File: src/common/cie_map.svh
// Purpose: register offsets, field positions, reset values and counts
// Assumes: byte addresses on a 32-bit AXI4-Lite bus, one word per register
`ifndef CIE_MAP_SVH
`define CIE_MAP_SVH
`define CIE_OFF_ISSUE    12'h000
`define CIE_OFF_ACC      12'h004
`define CIE_OFF_STATUS   12'h008
`define CIE_OFF_PC       12'h00C
`define CIE_OFF_STACK    12'h010
`define CIE_OFF_FADDR    12'h014
`define CIE_OFF_FDATA    12'h018
`define CIE_OFF_WDT      12'h01C
`define CIE_OFF_WAKE     12'h020
`define CIE_ISS_OP_LSB   12
`define CIE_ISS_DEST_BIT 8
`define CIE_ST_C         0
`define CIE_ST_DC        1
`define CIE_ST_Z         2
`define CIE_ST_PD        3
`define CIE_ST_TO        4
`define CIE_ST_BUSY      8
`define CIE_ST_HALT      9
`define CIE_ACC_RST      8'h00
`define CIE_PC_RST       13'h0000
`define CIE_FLAG_PD_RST  1'b1
`define CIE_FLAG_TO_RST  1'b1
`define CIE_WDT_CLR      8'h00
`define CIE_RET_CYCLES   2
`define CIE_RESP_OKAY    2'h0
`define CIE_RESP_SLVERR  2'h2
`endif

File: src/common/cie_pkg.sv
// Purpose: shared types of the instruction subset executor
// Assumes: nothing beyond the map header
// Notes: operation codes follow enum order, issue field is 3 bits
`default_nettype none
package cie_pkg;
  typedef enum logic [2:0] {
    OP_RETURN, OP_HALT, OP_SUBL, OP_XORL, OP_SUBF, OP_XORF, OP_NIBBLE_EXCHANGE_FILE, OP_NONE
  } cie_op_e;
  typedef enum logic [1:0] {ST_IDLE, ST_EXEC, ST_RET2, ST_HALT} cie_state_e;
  typedef logic [12:0] cie_pc_t;
endpackage
`default_nettype wire

File: src/common/cie_file_if.sv
// Purpose: file register store access bundle
// Assumes: one write port, one asynchronous read port
// Notes: owner drives addresses and strobe, store returns data
`default_nettype none
interface cie_file_if;
  logic [6:0] raddr;
  logic [7:0] rdata;
  logic [6:0] waddr;
  logic [7:0] wdata;
  logic       wen;
  modport owner (output raddr, waddr, wdata, wen, input rdata);
  modport store (input raddr, waddr, wdata, wen, output rdata);
endinterface
`default_nettype wire

File: src/design/cie_exec.sv
// Purpose: executes return, halt, subtract, xor and nibble exchange
// Assumes: one clock is one instruction cycle; AXI4-Lite register access
// Notes: issue register launches one instruction; wake register ends halt
`include "cie_map.svh"
`default_nettype none
module cie_exec (
  input  wire logic        clock,
  input  wire logic        rstn,
  input  wire logic [11:0] s_axi_awaddr,
  input  wire logic        s_axi_awvalid,
  output logic             s_axi_awready,
  input  wire logic [31:0] s_axi_wdata,
  input  wire logic [3:0]  s_axi_wstrb,
  input  wire logic        s_axi_wvalid,
  output logic             s_axi_wready,
  output logic [1:0]       s_axi_bresp,
  output logic             s_axi_bvalid,
  input  wire logic        s_axi_bready,
  input  wire logic [11:0] s_axi_araddr,
  input  wire logic        s_axi_arvalid,
  output logic             s_axi_arready,
  output logic [31:0]      s_axi_rdata,
  output logic [1:0]       s_axi_rresp,
  output logic             s_axi_rvalid,
  input  wire logic        s_axi_rready,
  output logic             osc_stop,
  output logic             halted
);
  cie_pkg::cie_state_e state_reg;
  cie_pkg::cie_op_e    op_reg;
  cie_pkg::cie_pc_t    pc_reg;
  cie_pkg::cie_pc_t    stack_top_entry;
  logic [7:0]  arg_reg;
  logic        dest_reg;
  logic [7:0]  acc_reg;
  logic        arith_borrow_flag, half_borrow_flag, result_null_flag;
  logic        powerdown_flag, watchdog_expiry_flag;
  logic [7:0]  watchdog_counter, wdt_pre_reg;
  logic [6:0]  faddr_reg;
  logic [3:0]  stack_depth;
  logic        aw_have_reg, w_have_reg;
  logic [11:0] awaddr_reg;
  logic [31:0] wdata_reg;
  logic [3:0]  wstrb_reg;
  logic        bvalid_reg, rvalid_reg, arready_reg, osc_stop_reg, halted_reg;
  logic [1:0]  bresp_reg, rresp_reg;
  logic [31:0] rdata_reg;

  cie_file_if fio ();

  cie_file_store u_file (
    .clock (clock),
    .fio   (fio)
  );

  logic wr_fire, wr_hit, in_exec, st_push;
  logic [31:0] wr_old, wr_val;

  cie_stack u_stack (
    .clock     (clock),
    .rstn      (rstn),
    .push      (st_push),
    .pop       (in_exec && op_reg == cie_pkg::OP_RETURN),
    .push_data (wr_val[12:0]),
    .top       (stack_top_entry),
    .depth     (stack_depth)
  );

  // read view of every register, shared by the read path and byte merges
  function automatic logic [32:0] reg_view(input logic [11:0] a);
    logic [32:0] v;
    v = 33'h0_0000_0001;
    case (a)
      `CIE_OFF_ISSUE:  v = {1'b1, 16'h0000, 1'b0, op_reg, 3'h0, dest_reg, arg_reg};
      `CIE_OFF_ACC:    v = {1'b1, 24'h00_0000, acc_reg};
      `CIE_OFF_STATUS: v = {1'b1, 22'h00_0000, halted_reg, state_reg != cie_pkg::ST_IDLE &&
                            state_reg != cie_pkg::ST_HALT, 3'h0, watchdog_expiry_flag,
                            powerdown_flag, result_null_flag, half_borrow_flag,
                            arith_borrow_flag};
      `CIE_OFF_PC:     v = {1'b1, 19'h0_0000, pc_reg};
      `CIE_OFF_STACK:  v = {1'b1, 28'h000_0000, stack_depth};
      `CIE_OFF_FADDR:  v = {1'b1, 25'h000_0000, faddr_reg};
      `CIE_OFF_FDATA:  v = {1'b1, 24'h00_0000, fio.rdata};
      `CIE_OFF_WDT:    v = {1'b1, 16'h0000, wdt_pre_reg, watchdog_counter};
      `CIE_OFF_WAKE:   v = {1'b1, 32'h0000_0000};
      default:         v = 33'h0_0000_0000;
    endcase
    return v;
  endfunction

  // write takes effect once address and data are both held
  assign wr_fire = aw_have_reg && w_have_reg && !bvalid_reg;
  assign wr_old  = reg_view(awaddr_reg)[31:0];
  assign wr_hit  = reg_view(awaddr_reg)[32];
  assign in_exec = state_reg == cie_pkg::ST_EXEC;
  assign st_push = wr_fire && awaddr_reg == `CIE_OFF_STACK;

  // unselected byte lanes keep the old content
  for (genvar b = 0; b < 4; b++) begin : g_lane
    assign wr_val[8*b +: 8] = wstrb_reg[b] ? wdata_reg[8*b +: 8] : wr_old[8*b +: 8];
  end

  function automatic logic wr_to(input logic [11:0] off);
    return wr_fire && awaddr_reg == off;
  endfunction

  // write address channel, taken independently of data
  always_ff @(posedge clock) begin
    if (!rstn) begin
      aw_have_reg <= 1'b0;
      awaddr_reg  <= 12'h000;
    end else if (s_axi_awvalid && !aw_have_reg) begin
      aw_have_reg <= 1'b1;
      awaddr_reg  <= {s_axi_awaddr[11:2], 2'h0};
    end else if (wr_fire) begin
      aw_have_reg <= 1'b0;
    end
  end

  // write data channel
  always_ff @(posedge clock) begin
    if (!rstn) begin
      w_have_reg <= 1'b0;
      wdata_reg  <= 32'h0000_0000;
      wstrb_reg  <= 4'h0;
    end else if (s_axi_wvalid && !w_have_reg) begin
      w_have_reg <= 1'b1;
      wdata_reg  <= s_axi_wdata;
      wstrb_reg  <= s_axi_wstrb;
    end else if (wr_fire) begin
      w_have_reg <= 1'b0;
    end
  end

  // write response, slave error for an unmapped word
  always_ff @(posedge clock) begin
    if (!rstn) begin
      bvalid_reg <= 1'b0;
      bresp_reg  <= `CIE_RESP_OKAY;
    end else if (wr_fire) begin
      bvalid_reg <= 1'b1;
      bresp_reg  <= wr_hit ? `CIE_RESP_OKAY : `CIE_RESP_SLVERR;
    end else if (s_axi_bready) begin
      bvalid_reg <= 1'b0;
    end
  end

  // read path, one address accepted per answer
  always_ff @(posedge clock) begin
    if (!rstn) begin
      arready_reg <= 1'b0;
      rvalid_reg  <= 1'b0;
      rdata_reg   <= 32'h0000_0000;
      rresp_reg   <= `CIE_RESP_OKAY;
    end else if (arready_reg && s_axi_arvalid) begin
      arready_reg <= 1'b0;
      rvalid_reg  <= 1'b1;
      rdata_reg   <= reg_view({s_axi_araddr[11:2], 2'h0})[31:0];
      rresp_reg   <= reg_view({s_axi_araddr[11:2], 2'h0})[32] ? `CIE_RESP_OKAY :
                     `CIE_RESP_SLVERR;
    end else if (rvalid_reg) begin
      rvalid_reg <= !s_axi_rready;
    end else begin
      arready_reg <= 1'b1;
    end
  end

  // operation datapath, combinational on latched operands
  logic [7:0] fval, res;
  logic [8:0] diff;
  logic [4:0] hdiff;
  logic       to_acc, to_file, upd_sub, upd_z;

  always_comb begin
    fval    = fio.rdata;
    res     = 8'h00;
    diff    = 9'h000;
    hdiff   = 5'h00;
    upd_sub = 1'b0;
    upd_z   = 1'b0;
    to_acc  = 1'b0;
    to_file = 1'b0;
    case (op_reg)
      cie_pkg::OP_SUBL: begin
        diff    = {1'b0, arg_reg} - {1'b0, acc_reg};
        hdiff   = {1'b0, arg_reg[3:0]} - {1'b0, acc_reg[3:0]};
        res     = diff[7:0];
        upd_sub = 1'b1;
        to_acc  = 1'b1;
      end
      cie_pkg::OP_XORL: begin
        res    = acc_reg ^ arg_reg;
        upd_z  = 1'b1;
        to_acc = 1'b1;
      end
      cie_pkg::OP_SUBF: begin
        diff    = {1'b0, fval} - {1'b0, acc_reg};
        hdiff   = {1'b0, fval[3:0]} - {1'b0, acc_reg[3:0]};
        res     = diff[7:0];
        upd_sub = 1'b1;
      end
      cie_pkg::OP_XORF: begin
        res   = acc_reg ^ fval;
        upd_z = 1'b1;
      end
      cie_pkg::OP_NIBBLE_EXCHANGE_FILE: begin
        res = {fval[3:0], fval[7:4]};
      end
      default: begin
        res = 8'h00;
      end
    endcase
    if (op_reg == cie_pkg::OP_SUBF || op_reg == cie_pkg::OP_XORF ||
        op_reg == cie_pkg::OP_NIBBLE_EXCHANGE_FILE) begin
      to_acc  = !dest_reg;
      to_file = dest_reg;
    end
  end

  // file port: execution reads its operand, software gets the window
  assign fio.raddr = in_exec ? arg_reg[6:0] : faddr_reg;
  assign fio.wen   = (in_exec && to_file) || wr_to(`CIE_OFF_FDATA);
  assign fio.waddr = in_exec ? arg_reg[6:0] : faddr_reg;
  assign fio.wdata = in_exec ? res : wr_val[7:0];

  // sequencer; issue writes while busy or halted are dropped
  always_ff @(posedge clock) begin
    if (!rstn) begin
      state_reg    <= cie_pkg::ST_IDLE;
      op_reg       <= cie_pkg::OP_NONE;
      arg_reg      <= 8'h00;
      dest_reg     <= 1'b0;
      osc_stop_reg <= 1'b0;
      halted_reg   <= 1'b0;
    end else begin
      case (state_reg)
        cie_pkg::ST_IDLE: begin
          if (wr_to(`CIE_OFF_ISSUE)) begin
            op_reg    <= cie_pkg::cie_op_e'(wr_val[`CIE_ISS_OP_LSB +: 3]);
            arg_reg   <= wr_val[7:0];
            dest_reg  <= wr_val[`CIE_ISS_DEST_BIT];
            state_reg <= cie_pkg::ST_EXEC;
          end
        end
        cie_pkg::ST_EXEC: begin
          if (op_reg == cie_pkg::OP_RETURN) begin
            state_reg <= cie_pkg::ST_RET2;
          end else if (op_reg == cie_pkg::OP_HALT) begin
            state_reg    <= cie_pkg::ST_HALT;
            osc_stop_reg <= 1'b1;
            halted_reg   <= 1'b1;
          end else begin
            state_reg <= cie_pkg::ST_IDLE;
          end
        end
        cie_pkg::ST_RET2: begin
          state_reg <= cie_pkg::ST_IDLE;
        end
        cie_pkg::ST_HALT: begin
          // wake-up is a software write here, no wake sources modelled
          if (wr_to(`CIE_OFF_WAKE)) begin
            state_reg    <= cie_pkg::ST_IDLE;
            osc_stop_reg <= 1'b0;
            halted_reg   <= 1'b0;
          end
        end
        default: begin
          state_reg <= cie_pkg::ST_IDLE;
        end
      endcase
    end
  end

  // accumulator; execution wins over a software write
  always_ff @(posedge clock) begin
    if (!rstn) begin
      acc_reg <= `CIE_ACC_RST;
    end else if (in_exec && to_acc) begin
      acc_reg <= res;
    end else if (wr_to(`CIE_OFF_ACC)) begin
      acc_reg <= wr_val[7:0];
    end
  end

  // arithmetic flags; return and halt leave them alone
  always_ff @(posedge clock) begin
    if (!rstn) begin
      arith_borrow_flag <= 1'b0;
      half_borrow_flag  <= 1'b0;
      result_null_flag  <= 1'b0;
    end else if (in_exec && (upd_sub || upd_z)) begin
      if (upd_sub) begin
        arith_borrow_flag <= !diff[8];
        half_borrow_flag  <= !hdiff[4];
      end
      result_null_flag <= res == 8'h00;
    end else if (wr_to(`CIE_OFF_STATUS)) begin
      arith_borrow_flag <= wr_val[`CIE_ST_C];
      half_borrow_flag  <= wr_val[`CIE_ST_DC];
      result_null_flag  <= wr_val[`CIE_ST_Z];
    end
  end

  // power status flags
  always_ff @(posedge clock) begin
    if (!rstn) begin
      powerdown_flag       <= `CIE_FLAG_PD_RST;
      watchdog_expiry_flag <= `CIE_FLAG_TO_RST;
    end else if (in_exec && op_reg == cie_pkg::OP_HALT) begin
      powerdown_flag       <= 1'b0;
      watchdog_expiry_flag <= 1'b1;
    end else if (wr_to(`CIE_OFF_STATUS)) begin
      powerdown_flag       <= wr_val[`CIE_ST_PD];
      watchdog_expiry_flag <= wr_val[`CIE_ST_TO];
    end
  end

  // watchdog keeps counting in halt, it has its own oscillator
  always_ff @(posedge clock) begin
    if (!rstn) begin
      watchdog_counter <= `CIE_WDT_CLR;
      wdt_pre_reg      <= `CIE_WDT_CLR;
    end else if (in_exec && op_reg == cie_pkg::OP_HALT) begin
      watchdog_counter <= `CIE_WDT_CLR;
      wdt_pre_reg      <= `CIE_WDT_CLR;
    end else begin
      wdt_pre_reg <= wdt_pre_reg + 8'h01;
      if (wdt_pre_reg == 8'hFF) begin
        watchdog_counter <= watchdog_counter + 8'h01;
      end
    end
  end

  // program counter and file window address
  always_ff @(posedge clock) begin
    if (!rstn) begin
      pc_reg    <= `CIE_PC_RST;
      faddr_reg <= 7'h00;
    end else begin
      if (in_exec && op_reg == cie_pkg::OP_RETURN) begin
        pc_reg <= stack_top_entry;
      end else if (wr_to(`CIE_OFF_PC)) begin
        pc_reg <= wr_val[12:0];
      end
      if (wr_to(`CIE_OFF_FADDR)) begin
        faddr_reg <= wr_val[6:0];
      end
    end
  end

  assign s_axi_awready = !aw_have_reg && !bvalid_reg && rstn;
  assign s_axi_wready  = !w_have_reg && !bvalid_reg && rstn;
  assign s_axi_bvalid  = bvalid_reg;
  assign s_axi_bresp   = bresp_reg;
  assign s_axi_arready = arready_reg;
  assign s_axi_rvalid  = rvalid_reg;
  assign s_axi_rdata   = rdata_reg;
  assign s_axi_rresp   = rresp_reg;
  assign osc_stop      = osc_stop_reg;
  assign halted        = halted_reg;
endmodule
`default_nettype wire

File: src/design/cie_file_store.sv
// Purpose: 128 file registers of 8 bits in flip-flops
// Assumes: synchronous write, combinational read
// Notes: contents are not reset, as in real register files
`default_nettype none
module cie_file_store (
  input wire logic clock,
  cie_file_if.store fio
);
  logic [7:0] mem_reg [128];

  // one generate loop, each entry loads on its own address
  for (genvar i = 0; i < 128; i++) begin : g_ent
    always_ff @(posedge clock) begin
      if (fio.wen && fio.waddr == 7'(i)) begin
        mem_reg[i] <= fio.wdata;
      end
    end
  end

  assign fio.rdata = mem_reg[fio.raddr];
endmodule
`default_nettype wire

File: src/design/cie_stack.sv
// Purpose: eight level return stack
// Assumes: push and pop never in the same cycle
// Notes: pointer wraps on overflow, old entries are overwritten
`default_nettype none
module cie_stack (
  input  wire logic           clock,
  input  wire logic           rstn,
  input  wire logic           push,
  input  wire logic           pop,
  input  wire cie_pkg::cie_pc_t push_data,
  output cie_pkg::cie_pc_t    top,
  output logic [3:0]          depth
);
  cie_pkg::cie_pc_t ent_reg [8];
  logic [2:0]       sp_reg;
  logic [3:0]       depth_reg;

  // circular pointer, like a real hardware stack it silently wraps
  always_ff @(posedge clock) begin
    if (!rstn) begin
      sp_reg <= 3'h0;
    end else if (push) begin
      sp_reg <= sp_reg + 3'h1;
    end else if (pop) begin
      sp_reg <= sp_reg - 3'h1;
    end
  end

  // fill level saturates at eight and floors at zero
  always_ff @(posedge clock) begin
    if (!rstn) begin
      depth_reg <= 4'h0;
    end else if (push && depth_reg != 4'h8) begin
      depth_reg <= depth_reg + 4'h1;
    end else if (pop && depth_reg != 4'h0) begin
      depth_reg <= depth_reg - 4'h1;
    end
  end

  always_ff @(posedge clock) begin
    if (push) begin
      ent_reg[sp_reg] <= push_data;
    end
  end

  assign top   = ent_reg[sp_reg - 3'h1];
  assign depth = depth_reg;
endmodule
`default_nettype wire

File: config.mk
export PLATFORM = sky130hd
export DESIGN_NAME = cie_exec
export DESIGN_NICKNAME = d
export VERILOG_FILES = /design/src/common/cie_pkg.sv /design/src/common/cie_file_if.sv /design/src/design/cie_exec.sv /design/src/design/cie_file_store.sv /design/src/design/cie_stack.sv
export VERILOG_INCLUDE_DIRS = /design/src /design/src/common
export SDC_FILE = /design/constraint.sdc
export NUM_CORES = 2
export LEC_CHECK = 0
export BUFFER_PORTS_ARGS = -buffer_cell sky130_fd_sc_hd__buf_2
export CORE_MARGIN = 8
export CORE_UTILIZATION = 40
export DETAILED_ROUTE_END_ITERATION = 16
export PLACE_DENSITY = 0.51
export SYNTH_ARGS = -nofsm -noshare
export SYNTH_HDL_FRONTEND = slang
export SYNTH_SLANG_ARGS = --single-unit
File: constraint.sdc
create_clock -name clock -period 9.85 [get_ports clock]
set_input_delay 1.97 -clock clock [delete_from_list [all_inputs] [get_ports clock]]
set_output_delay 1.97 -clock clock [all_outputs]
set_load 0.005 [all_outputs]
After elaboration in Yosys (flattened, before gate mapping) --
Memories as Yosys holds them, arrays and structs flattened. Cells that the tools add are included.
Cells by class: bitwise gates (word level) 3, multiplexer cells 691, equality and inequality tests 161, add/sub/neg operators 10, reductions and logical operators 319
Operator list (count):
- $mux 8 | 131
- $reduce_or 8->1 | 127
- $mux 7 | 129
- $pmux 33 s9 | 2
- $eq 7x7->1 const B | 64
- $mux 1 | 410
- $eq 7x6->1 const B | 32
- $logic_and 1x1->1 | 153
- $eq 7x5->1 const B | 16
- $eq 10x3->1 const B | 8
- $mux 33 | 2
- $eq 7x4->1 const B | 8
- $eq 10x2->1 const B | 4
- $pmux 8 s5 | 1
- $eq 7x3->1 const B | 4
- $mux 13 | 2
- $reduce_bool 2->1 | 11
- $eq 10x1->1 const B | 2
- $eq 10x4->1 const B | 2
- $pmux 9 s2 | 1
- $sub 8x8->9 | 2
- $add 8x1->8 const B | 2
- $xor 8x8->8 | 2
- $eq 7x2->1 const B | 2
- 35 further kinds | 67
Storage, ports and cells: output and inout port bits 43, memories 2, bits of input ports 67, word-level logic and storage cells 1215, bits in writable memories 1128, register bits after elaboration 139
Memory list:
- u_file.mem_reg | words 128, width 8, rd ports 1, clocked after Yosys merged registers in 0, write ports 1, line cie_file_store.sv:9 | logic [7:0] mem_reg [128];
- u_stack.ent_reg | words 8, width 13, rd ports 1, clocked after Yosys merged registers in 0, write ports 1, line cie_stack.sv:14 | cie_pkg::cie_pc_t ent_reg [8];

Depth between registers and ports, before layout --
word-level depth 137, mapped depth 28, depth with buffers taken out 22

Modules after synthesis --
Synthesis repeated with hierarchy kept, for this count alone.
Unflattened totals: cells, all modules 2847, area, all modules 51684.6 µm²
Modules (own cells, without submodules):
- cie_file_store | seq. area each 30749.5 µm², area an instance 39581.7 µm², cells each 1641, instances 1
- cie_exec | seq. area each 2282.2 µm², area an instance 7647.3 µm², cells each 989, instances 1
- cie_stack | seq. area each 3263.1 µm², area an instance 4455.5 µm², cells each 217, instances 1

Worst setup path before layout --
OpenSTA, ideal clock, no wires.
path kind register to register, start point register state_reg[1], end point memory u_file.mem_reg[0][6], data pin, library setup time 0.898 ns, period minus slack after synthesis 8.613 ns, buffers on the path 2, required time 8.952 ns, cell stages (with the launch flop) 22, setup slack 1.237 ns, arrival 7.715 ns, cells stage by stage dfxtp_1 > inv_1 > ha_1 > mux2i_1 > buf_4 > mux4_2 > a2111oi_0 > and4_1 > and4bb_1 > buf_2 > ha_1 > fa_1 > nor2b_1 > o21ai_0 > nand2b_1 > a21o_1 > a21o_1 > xor2_1 > a22oi_1 > o221ai_1 > a21oi_1 > o22ai_1
Between the ends: longest elaborated chain between the ends 133, elaborated cells on any way between the ends 768, classes of those cells 1 x add/sub; 127 x eq/ne; 384 x mux; 1 x bitwise; 254 x reduce/logical; 1 x memory
RTL lines:
- start, declared | line cie_exec.sv:29 | cie_pkg::cie_state_e state_reg;
- start signal, assigned | line cie_exec.sv:229 | state_reg <= cie_pkg::ST_IDLE;
- start signal, assigned | line cie_exec.sv:242 | state_reg <= cie_pkg::ST_EXEC;
- start signal, assigned | line cie_exec.sv:247 | state_reg <= cie_pkg::ST_RET2;
- $eq 2x1->1 (*) | line cie_exec.sv:95 | assign in_exec = state_reg == cie_pkg::ST_EXEC;
- $mux 7 | line cie_exec.sv:221 | assign fio.raddr = in_exec ? arg_reg[6:0] : faddr_reg;
- $mem_v2 128x8
- $sub 8x8->9 (tied with other cells) | line cie_exec.sv:197 | diff = {1'b0, fval} - {1'b0, acc_reg};
- $pmux 8 s5 or $mux 8 (tied branches) | line cie_exec.sv:183, cie_exec.sv:100
- $mux 8 (*) | line cie_exec.sv:224 | assign fio.wdata = in_exec ? res : wr_val[7:0];
- net fio.wdata[6] | line cie_file_if.sv:9 | logic [7:0] wdata;
- $mux 8 (no line) (126 in series)
- $mux 8 (no line) (*)
- end, declared | line cie_file_store.sv:9
The timed path passes the listed nets; every way through them passes the cells marked *.

Worst setup path in the final report --
start point register state_reg[1], end point memory u_file.mem_reg[19][6], data pin
The elaborated chain is that of the path after synthesis.

==> implementation parameters <==
Parameter                              Value

Outcome
  Run status ... finished clean

Routing
  Iteration-0 DRC Markers ... 4354
  Average routed wire per standard cell ... 32.2 um
  Number of routed nets with antenna violations ... 0
  Detailed-route vias per instance ... 6.16
  Post-detailed-routing wire length ... 173 mm
  Pre-antenna DRT Iters ... 8
  Routed vias ... 33000
  Residual DRC ... 0

Timing
  Final Worst Setup Slack ... 1690 ps
  Setup_tns ... 0 ps
  Worst slew margin relative to its limit ... 5.34%
  WHS ... 459 ps
  Setup repair after global routing missed its margin ... no
  Number of hold violations in the final report ... 0
  Number of setup violations in the final report ... 0
  Post-route clock skew ... 28.4 ps
  Min cycle time layout ... 8160 ps
  Fraction of the cycle the final worst path needs ... 82.8%
  Highest clock rate ... 123 MHz
  Number of max-slew violations in the final report ... 0
  Least-Margin Pin Slew ... 1420 ps

Logic synthesis
  Number of warnings reported in the yosys synthesis log ... 0
  Number of unique standard cell types used by synthesis ... 91
  Number of enable flip-flop cells after synthesis ... 1128
  Ys async rst share ... 0%
  Avg Inst Size Synth ... 14.5 um^2
  Most frequently used flop master after synthesis ... sky130_fd_sc_hd__edfxtp_1
  Cell area after synthesis ... 0.0506 mm^2
  Seq/Total Area, Yosys ... 71.8%
  Cell count after synthesis ... 3493
  Register bit total from synthesis ... 1249

Final layout
  Nets@finish ... 3712
  Cell area after layout ... 0.0576 mm^2
  Share of layout cells above drive strength 1 ... 14.2%
  Area growth from synthesis to final layout ... 14.0%
  Most frequent cells in the layout ... sky130_fd_sc_hd__edfxtp_1 (1128), sky130_fd_sc_hd__nor2_1 (276), sky130_fd_sc_hd__o22ai_1 (247)
  Utilization after layout ... 45.9%
  Commonest non-fill, non-tap cell in the layout ... sky130_fd_sc_hd__edfxtp_1
  Layout filler cell count ... 11100
  Max FFs per register ... 1024

Clock tree
  H-tree level count ... 4
  Clock-pin transition on the worst setup and hold timing paths ... 60 ps
  Maximum clock insertion buffer count ... 3
  Master cell of the clock root buffer ... sky130_fd_sc_hd__clkbuf_16
  Hold Buf Count CTS ... 0
  Latest clock arrival within the worst-skew pair ... 780 ps
  Clk sink count ... 1249
  CTS tree ... built
  Total CTS buffers ... 138
  Setup Buffers After CTS ... 0
  Post-cts gate resize count ... 0

Die
  Height of the die ... 372 um
  Area enclosed by the die boundary ... 0.138 mm^2
  Area of the core region ... 0.126 mm^2
  Die width ... 372 um
  Row count ... 130
  Num ports ... 110
  Effective utilization at floorplan ... 40.3%

Setup path
  Data arrival time of the worst path ... 8590 ps
  CP peak stage delay ... 900 ps
  Kind of capture point of the worst setup path ... register
  Critical path type ... register to register
  Worst-path cell with the longest stage delay ... sky130_fd_sc_hd__ha_2
  Startpoint kind of the worst setup timing path ... register
  Largest fanout of any net on the critical path ... 76
  Data required time at the worst endpoint ... 10280 ps
  Number of buffers and inverters on the critical path ... 5
  CP dominant cell by count ... sky130_fd_sc_hd__buf_4
  Cell family with most CP delay ... simple AND/OR/NAND/NOR gates
  Worst-path cell chain ... inv_1, ha_2, nor3b_1, nor2_1, nor2_1, o21ai_0, nand4_1, nor4_1, buf_4, a22oi_4, inv_1, ha_1, o21ai_0, nand2b_1, a21o_1, a21o_1, xor2_1, a22oi_1, o221ai_1, a21oi_1, buf_4, o22ai_4, buf_4

GRT
  GRT overflow ... 0
  Maximum number of pins on one net before global-route repair ... 129
  Tot GR Track Use ... 24.4%
  Number of global-route vias before repair ... 31400
  Antenna violations before repair ... 4
  First-pass GRT wire length ... 241 mm

Power and ir drop
  Leak Pwr ... 18.7 nW
  Largest voltage drop on the vdd net ... 0.185 mV
  Power density over the cells ... 201 mW/mm^2

Place
  Port Buffer Count ... 68
  Final weighted congestion in routability-driven placement ... 0.901
  Detailed placement HPWL ... 109 mm
  Worst Setup Slack post-DPL ... 1940 ps
  Area of placed instances ... 0.0533 mm^2

Min path
  Hold/Removal Path Class ... register to register

Job
  Max-capacitance violation count ... 0
[Yosys cell counts (all sizes together), types with 29 or more instances]
cell type | number | share of area, %
edfxtp | 1128 | 67
nor2 | 280 | 2.1
o22ai | 255 | 3.2
nand2 | 237 | 1.8
a21oi | 231 | 2.3
o21ai | 168 | 1.7
buf | 135 | 1.6
dfxtp | 121 | 4.8
a22oi | 112 | 1.7
clkbuf | 99 | 0.74
mux4 | 70 | 3.1
inv | 51 | 0.38
mux2i | 49 | 0.97
nand3 | 48 | 0.48
nor3 | 34 | 0.35
a22o | 33 | 0.57
ha | 29 | 0.72
[layer usage]
layer	up-vias	global-route usage [%]	share of wire (%)
met5	-	0	0.020
met4	6	9.19	4.2
met3	358	6.04	10
met2	1756	37.2	44
met1	16900	33.8	42
li1	14000	-	-
[kinds of logic (layout without fill, tap and decap cells)]
| group | count (synthesis) | count (layout) | synth area share [%] |
|---|---|---|---|
| compound gates | 990 | 990 | 12.6 |
| xor+xnor | 41 | 41 | 0.710 |
| fa+ha+maj | 32 | 32 | 0.836 |
| buf+inv | 285 | 492 | 2.72 |
| flops | 1249 | 1249 | 71.8 |
| mux | 126 | 126 | 4.25 |
| other cells | 1 | 19 | 0.00742 |
| simple gates | 769 | 769 | 7.07 |
[through the flow]
step,cells,total power [mW]
after floorplan,3510,6.33
after global placement,5123,6.64
after detailed placement,5123,6.64
after CTS,5367,11.7
after global routing,5367,11.9
final,5368,11.6
[power breakdown]
part	leakage, nW	internal [mW]	switching, mW
Clock	2.12	2.91	2.15
Combinational	5.17	0.179	0.530
Sequential	11.4	5.82	0.0143
[layout make-up]
type | instances | area, um^2 | area share, %
clock inverters | 70 | 717 | 1.24
repair buffers | 197 | 1480 | 2.57
well taps | 1650 | 2060 | 3.58
clock buffers | 174 | 3660 | 6.35
flip-flops and latches | 1249 | 36300 | 63.0
diodes | 1 | 2.50 | 0.00434
inverters | 51 | 191 | 0.332
multi-input cells | 1976 | 13200 | 22.9
[tightest hold or removal path, cell delays in order (launching register included)]
cell	delay (ps)
sky130_fd_sc_hd__dfxtp_1	310
sky130_fd_sc_hd__nand2_1	50
sky130_fd_sc_hd__a21oi_1	50
[path summary, 6_finish.rpt]
kind,endpoint,startpoint,slack (ps),cells past startpoint
setup / recovery,u_file.mem_reg[19][6],state_reg[1],1690,23
hold / removal,wdata_reg[12],wdata_reg[12],460,2
setup reg to reg,u_file.mem_reg[19][6],state_reg[1],1690,23
hold reg to reg,wdata_reg[12],wdata_reg[12],460,2
Power figures use the tool's default switching activity.
